$ cat src/core/ptmr_regs.vh
`ifndef PTMR_REGS_VH
`define PTMR_REGS_VH
`define PTMR_ADDR_W 3
`define PTMR_OFF_CTRL0 3'h0
`define PTMR_OFF_CTRL1 3'h1
`define PTMR_OFF_CNT_LO 3'h2
`define PTMR_OFF_CNT_HI 3'h3
`define PTMR_OFF_DUTY_LO 3'h4
`define PTMR_OFF_DUTY_HI 3'h5
`define PTMR_OFF_PER_LO 3'h6
`define PTMR_OFF_PER_HI 3'h7
`define PTMR_C0_PAUSE 7
`define PTMR_C0_ENABLE 3
`define PTMR_C0_AFLAG 1
`define PTMR_C0_PFLAG 0
`define PTMR_C1_MODE_HI 7
`define PTMR_C1_MODE_LO 6
`define PTMR_C1_PIN_HI 5
`define PTMR_C1_PIN_LO 4
`define PTMR_C1_INIT 3
`define PTMR_C1_INV 2
`define PTMR_C1_CLRSEL 0
`define PTMR_MODE_CMP 2'h0
`define PTMR_MODE_PWM 2'h2
`define PTMR_MODE_TMR 2'h3
`define PTMR_PIN_NONE 2'h0
`define PTMR_PIN_LOW 2'h1
`define PTMR_PIN_HIGH 2'h2
`define PTMR_PIN_TOGGLE 2'h3
`define PTMR_PWM_FORCE_OFF 2'h0
`define PTMR_PWM_FORCE_ON 2'h1
`define PTMR_PWM_RUN 2'h2
`define PTMR_RESET_BYTE 8'h00
`define PTMR_RESET_WORD 16'h0000
`define PTMR_MAX_COUNT 16'hffff
`endif

$ cat src/core/ptmr_timer.v
// The register addresses and the strobed register port were left to the implementer.
`timescale 1ns/1ps
`include "ptmr_regs.vh"

module ptmr_timer
(
  // Clock and reset.
  input wire core_clk,
  input wire rst_n,
  // Timer count tick from an upstream clock selector, same domain.
  input wire tick,
  // Register port.
  input wire [`PTMR_ADDR_W-1:0] reg_addr,
  input wire [7:0] reg_wdata,
  input wire reg_wr,
  input wire reg_rd,
  output reg [7:0] reg_rdata,
  // Output pin.
  output reg pin_out,
  output reg pin_oe
);

  reg [7:0] ctrl0_reg;
  reg [7:0] ctrl1_reg;
  reg [15:0] duty_reg;
  reg [15:0] per_reg;
  reg [15:0] cnt_reg;
  reg [15:0] cnt_next;
  reg en_d_reg;
  reg aflag_reg;
  reg pflag_reg;
  reg cmp_lvl_reg;
  reg pwm_on_reg;
  reg pwm_on_next;
  reg cmp_lvl_next;
  reg set_a;
  reg set_p;

  wire [1:0] mode = ctrl1_reg[`PTMR_C1_MODE_HI:`PTMR_C1_MODE_LO];
  wire [1:0] pinf = ctrl1_reg[`PTMR_C1_PIN_HI:`PTMR_C1_PIN_LO];
  wire enable = ctrl0_reg[`PTMR_C0_ENABLE];
  wire en_rise = enable & ~en_d_reg;
  // Pause only masks ticks, so the count holds and resumes from where it stopped.
  wire run = enable & ~ctrl0_reg[`PTMR_C0_PAUSE] & tick;
  wire is_pwm = (mode == `PTMR_MODE_PWM);
  wire is_cmp = (mode == `PTMR_MODE_CMP) | (mode == `PTMR_MODE_TMR);
  wire [15:0] cnt_inc = cnt_reg + 16'h0001;
  // Matches are judged on the value the counter takes after this tick.
  wire a_hit = (cnt_inc == duty_reg) & (duty_reg != `PTMR_RESET_WORD);
  wire p_hit = (cnt_inc == per_reg) & (per_reg != `PTMR_RESET_WORD);
  wire ovf = (cnt_reg == `PTMR_MAX_COUNT);
  wire clr_write = reg_wr & (reg_addr == `PTMR_OFF_CTRL0);

  //////////////////////////////////////////////////////////////////////////////
  // Counter and match decisions.
  always @*
  begin
    cnt_next = cnt_reg;
    set_a = 1'b0;
    set_p = 1'b0;
    cmp_lvl_next = cmp_lvl_reg;
    pwm_on_next = pwm_on_reg;
    if (en_rise)
    begin
      cnt_next = `PTMR_RESET_WORD;
      cmp_lvl_next = ctrl1_reg[`PTMR_C1_INIT];
      pwm_on_next = 1'b1;
    end
    else if (run)
    begin
      cnt_next = cnt_inc;
      if (is_pwm)
      begin
        // The counter keeps running whatever the pin field forces.
        set_a = a_hit;
        set_p = p_hit | ((per_reg == `PTMR_RESET_WORD) & ovf);
        if (set_p)
        begin
          cnt_next = `PTMR_RESET_WORD;
          pwm_on_next = 1'b1;
        end
        if (a_hit & ~set_p)
          pwm_on_next = 1'b0;
      end
      else if (ctrl1_reg[`PTMR_C1_CLRSEL])
      begin
        set_a = a_hit;
        if (a_hit)
          cnt_next = `PTMR_RESET_WORD;
      end
      else
      begin
        set_a = a_hit;
        set_p = p_hit;
        if (p_hit)
          cnt_next = `PTMR_RESET_WORD;
      end
      // Pin moves only on an A flag; P matches leave it alone.
      if (is_cmp & set_a)
      begin
        case (pinf)
          `PTMR_PIN_LOW: cmp_lvl_next = 1'b0;
          `PTMR_PIN_HIGH: cmp_lvl_next = 1'b1;
          `PTMR_PIN_TOGGLE: cmp_lvl_next = ~cmp_lvl_reg;
          default: cmp_lvl_next = cmp_lvl_reg;
        endcase
      end
    end
  end

  //////////////////////////////////////////////////////////////////////////////
  // Registers, flags and pin.
  always @(posedge core_clk)
  begin
    if (!rst_n)
    begin
      ctrl0_reg <= `PTMR_RESET_BYTE;
      ctrl1_reg <= `PTMR_RESET_BYTE;
      duty_reg <= `PTMR_RESET_WORD;
      per_reg <= `PTMR_RESET_WORD;
      cnt_reg <= `PTMR_RESET_WORD;
      en_d_reg <= 1'b0;
      aflag_reg <= 1'b0;
      pflag_reg <= 1'b0;
      cmp_lvl_reg <= 1'b0;
      pwm_on_reg <= 1'b0;
      reg_rdata <= `PTMR_RESET_BYTE;
      pin_out <= 1'b0;
      pin_oe <= 1'b0;
    end
    else
    begin
      en_d_reg <= enable;
      cnt_reg <= cnt_next;
      cmp_lvl_reg <= cmp_lvl_next;
      pwm_on_reg <= pwm_on_next;
      // Flags clear by writing one; a match in the same cycle wins.
      aflag_reg <= set_a | (aflag_reg & ~(clr_write & reg_wdata[`PTMR_C0_AFLAG]));
      pflag_reg <= set_p | (pflag_reg & ~(clr_write & reg_wdata[`PTMR_C0_PFLAG]));
      if (reg_wr)
      begin
        case (reg_addr)
          `PTMR_OFF_CTRL0: ctrl0_reg <= {reg_wdata[7:3], 3'h0};
          `PTMR_OFF_CTRL1: ctrl1_reg <= reg_wdata;
          `PTMR_OFF_DUTY_LO: duty_reg[7:0] <= reg_wdata;
          `PTMR_OFF_DUTY_HI: duty_reg[15:8] <= reg_wdata;
          `PTMR_OFF_PER_LO: per_reg[7:0] <= reg_wdata;
          `PTMR_OFF_PER_HI: per_reg[15:8] <= reg_wdata;
          default: ;
        endcase
      end
      // Read data stands only in the cycle after the strobe.
      if (reg_rd)
      begin
        case (reg_addr)
          `PTMR_OFF_CTRL0: reg_rdata <= {ctrl0_reg[7:3], 1'b0, aflag_reg, pflag_reg};
          `PTMR_OFF_CTRL1: reg_rdata <= ctrl1_reg;
          `PTMR_OFF_CNT_LO: reg_rdata <= cnt_reg[7:0];
          `PTMR_OFF_CNT_HI: reg_rdata <= cnt_reg[15:8];
          `PTMR_OFF_DUTY_LO: reg_rdata <= duty_reg[7:0];
          `PTMR_OFF_DUTY_HI: reg_rdata <= duty_reg[15:8];
          `PTMR_OFF_PER_LO: reg_rdata <= per_reg[7:0];
          default: reg_rdata <= per_reg[15:8];
        endcase
      end
      else
        reg_rdata <= `PTMR_RESET_BYTE;
      // Pin driver: timer/counter mode releases the pin to other functions.
      pin_oe <= (mode != `PTMR_MODE_TMR);
      if (is_pwm)
      begin
        case (pinf)
          `PTMR_PWM_FORCE_OFF: pin_out <= ~ctrl1_reg[`PTMR_C1_INIT] ^ ctrl1_reg[`PTMR_C1_INV];
          `PTMR_PWM_FORCE_ON: pin_out <= ctrl1_reg[`PTMR_C1_INIT] ^ ctrl1_reg[`PTMR_C1_INV];
          default: pin_out <= (pwm_on_next ~^ ctrl1_reg[`PTMR_C1_INIT]) ^
            ctrl1_reg[`PTMR_C1_INV];
        endcase
      end
      else
        pin_out <= cmp_lvl_next ^ ctrl1_reg[`PTMR_C1_INV];
    end
  end

endmodule // ptmr_timer

$ cat config.mk
export PLATFORM = sky130hd
export DESIGN_NAME = ptmr_timer
export DESIGN_NICKNAME = d
export VERILOG_FILES = /design/src/core/ptmr_timer.v
export VERILOG_INCLUDE_DIRS = /design/src /design/src/core
export SDC_FILE = /design/constraint.sdc
export NUM_CORES = 1
export LEC_CHECK = 0
export ABC_AREA = 1
export BUFFER_PORTS_ARGS = -buffer_cell sky130_fd_sc_hd__buf_4
export CAP_MARGIN = 15
export CORE_AREA = 4 4 90 92
export CTS_CLUSTER_SIZE = 16
export DETAILED_ROUTE_END_ITERATION = 8
export DIE_AREA = 0 0 94 96
export GPL_ROUTABILITY_DRIVEN = 0
export PLACE_DENSITY = 0.77
export SYNTH_ARGS = -nofsm -noshare
export SYNTH_HDL_FRONTEND = slang
export SYNTH_SLANG_ARGS = --single-unit
$ cat constraint.sdc
create_clock -name core_clk -period 2.8 [get_ports core_clk]
set_input_delay 0.42 -clock core_clk [delete_from_list [all_inputs] [get_ports core_clk]]
set_output_delay 0.42 -clock core_clk [all_outputs]
set_load 0.02 [all_outputs]
==> results.ini <==
[floorplan]
ios=26
core_area_um2=7214
die_w_um=94
die_h_um=96
initial_core_util_pct=59.89
placementRows=31
die_area_um2=9024

[yosys]
ys_seq_area_share_pct=35.22
synth_edf_count=0
syn-cell-area_um2=4320
ys_warn_count=0
async_reset_ff_share_pct=0
avgSynthCellArea_um2=6.487
synth-main-ff-cell=dfxtp_1
ys_ff_latch=76
syn-num-nets=685
synthCells=666
synth_cell_types=38

[setup_path]
path_cells=nand2_1 -> nor2_1 -> nand4_1 -> nand2_2 -> nand2_1 -> nand2_1 -> nand2_1 -> nor2_2 -> nand3_1 -> nand2_1 -> nand2_2 -> nand2_1 -> nand2_2 -> nand3_2 -> nand2_1 -> nand2_1 -> nand3_1 -> a21oi_1 -> nor2_1
worst_setup_path_start_kind=flop
worstPathArrival_ns=2.84
r2r_end=pin_out
crit_type=flop to flop
ff2ff_setup_slack_ns=0.20
cp-startpoint=cnt_reg[9]
crit_top_cell=nand2_1
required_ns=3.04
worstPathMaxFanout=6
critPathMaxStageDelay_ns=0.45
endpoint=pin_out
r2r-start=cnt_reg[9]
critPathSlowestCell=dfxtp_1
rr_worst_depth=19
crit_path_end_kind=flop

[layout]
antenna_cells=0
layout.nets=716
multi_input_area_um2=2461
utilization_pct=68.64
num-fill-cells=676
regArea_um2=1529
layout-drive-gt1-share_pct=12.68
area_growth_pct=14.62

[global_routing]
grt-ovfl-total=0
grt_max_degree=46
grt_pass1_wl_um=22780
grt_pass1_vias=4502
antenna_found_initial=0
grt_usage_pct=33.20

[drt]
wire_per_inst_um=18.43
drt-total-wl_um=14760
via_count=4893
first_iter_violations=752
drc_errors=0
ant_nets=0
viasPerCell=6.109
dr.pass1.iters=6

[sta]
hold_viol=0
clock-skew-final_ns=0.01732
final_max_slew_viol_count=0
relSlewSlack_pct=42.50
setup_viol=0
fmaxAchievable_mhz=385.2
post-route-min-period_ns=2.596
period_share_pct=92.71
tightest_slew_ns=0.8408

[power]
vdd.ir_drop.worst_uv=336.1
power_density_nw_per_um2=491.5
leakagePower_uw=0.002013
finalPower_uw=2434

[clock_network]
clock_tree.htree_level_count=3
cts_root_buf=clkbuf_8
clock_latency_ns=0.36
cts_tree=built
clk_pin_slew_ns=0.08
numCtsBuffers=9
clockBufferDepth=2
cts_sinks=76

[outcome]
outcome=finished clean

[placed_design]
post-dp-hpwl_um=11090
portBuffers=25

[worst_hold_path]
hold_class=primary input to flop

[run]
drv_cap=0

-- routing by layer --
metal  part of all wire (%)  GRT usage [%]  up-vias  wire [um]
li1                       -              -     2280          -
met1                     39          43.26     2183       5699
met2                     45          53.70      359       6587
met3                     12          6.724       71       1753
met4                    4.9          13.96        0        723
met5                      0              0        -          0
-- synthesized netlist by cell type (4+ instances only) --
cell type  number  area, um2
nand2_1       168      630.6
inv_1          80      300.3
dfxtp_1        76       1521
a21oi_1        69      345.3
nand3_1        59      295.3
nor2_1         54      202.7
o21ai_0        45      225.2
nand4_1        22      137.6
o22ai_1        14      87.58
clkbuf_1       13      48.80
nor2_2          7      43.79
a221oi_1        6      52.55
nand2_2         6      37.54
xor2_1          5      43.79
a31oi_1         4      25.02
clkinv_1        4      15.01
nor2_4          4      45.04
-- critical path, delay by kind of cell (launching register included) --
kind	cells	cell delay, ns
flip-flops	1	0.45
AO/OA/AOI/OAI	1	0.17
AND/OR/NAND/NOR	18	1.87
-- worst min-delay path by stage --
| stage | from | to | slack (ns) | cells after the start |
|---|---|---|---|---|
| floorplan | ctrl0_reg[5] | ctrl0_reg[5] | 0.43 | 2 |
| global placement | ctrl0_reg[5] | ctrl0_reg[5] | 0.45 | 2 |
| detailed placement | ctrl0_reg[5] | ctrl0_reg[5] | 0.45 | 2 |
| CTS | reg_wdata[7] | ctrl1_reg[7] | 0.37 | 3 |
| global route | reg_wdata[7] | ctrl1_reg[7] | 0.38 | 3 |
| finish | reg_wdata[7] | ctrl1_reg[7] | 0.39 | 3 |
-- timing repair --
action                                  4_1_cts  5_1_grt
endpoints found under the setup margin        0        1
resized for setup                             0       16
buffers inserted                              0        2
hold buffers                                  0        0
-- per-stage QoR --
step	cell area, um2	setup slack, ns	std cells	hold slack (ns)	setup TNS, ns
2_1_floorplan	4320	0.4622	666	0.4297	0
3_3_place_gp	4637	0.3338	783	0.4462	0
3_5_place_dp	4637	0.1814	783	0.4493	0
4_1_cts	4886	0.1682	799	0.3727	0
5_1_grt	4952	-0.002077	801	0.3792	-0.002077
6_report	4952	0.2041	801	0.3861	0
-- report_power, final --
group	switching, uW	internal [uW]
combinational	166	75.8
sequential	23.4	1110
clock	439	622
total	629	1810
-- kinds of logic (layout without fill, tap and decap cells) --
kind of cell | count (synthesis) | in the layout | synth area share [%]
simple gates | 331 | 331 | 34.49
xor+xnor | 7 | 7 | 1.767
fa+ha+maj | 3 | 3 | 0.8689
flops | 76 | 76 | 35.22
buf+inv | 101 | 137 | 8.833
compound gates | 148 | 148 | 18.82
-- cells in the final DEF, fill, tap and decap left out, types with 4 or more instances in the layout --
cell and count:
nand2_1 166, inv_1 80, dfxtp_1 70, a21oi_1 69
nand3_1 57, nor2_1 53, o21ai_0 45, buf_4 36
nand4_1 22, o22ai_1 14, clkbuf_8 10, nand2_2 8
nor2_4 6, nor2_2 6, a221oi_1 6, dfxtp_2 6
nand3_2 5, xor2_1 5, clkinv_1 4, a31oi_1 4
-- final cells by class --
cell class	count	area share (%)
flip-flops and latches	76	30.87
repair buffers	36	5.457
well taps	99	2.501
clock inverters	5	2.173
clock buffers	11	2.855
inverters	85	6.443
multi-input cells	489	49.70
(Power assumes the default switching activity.)
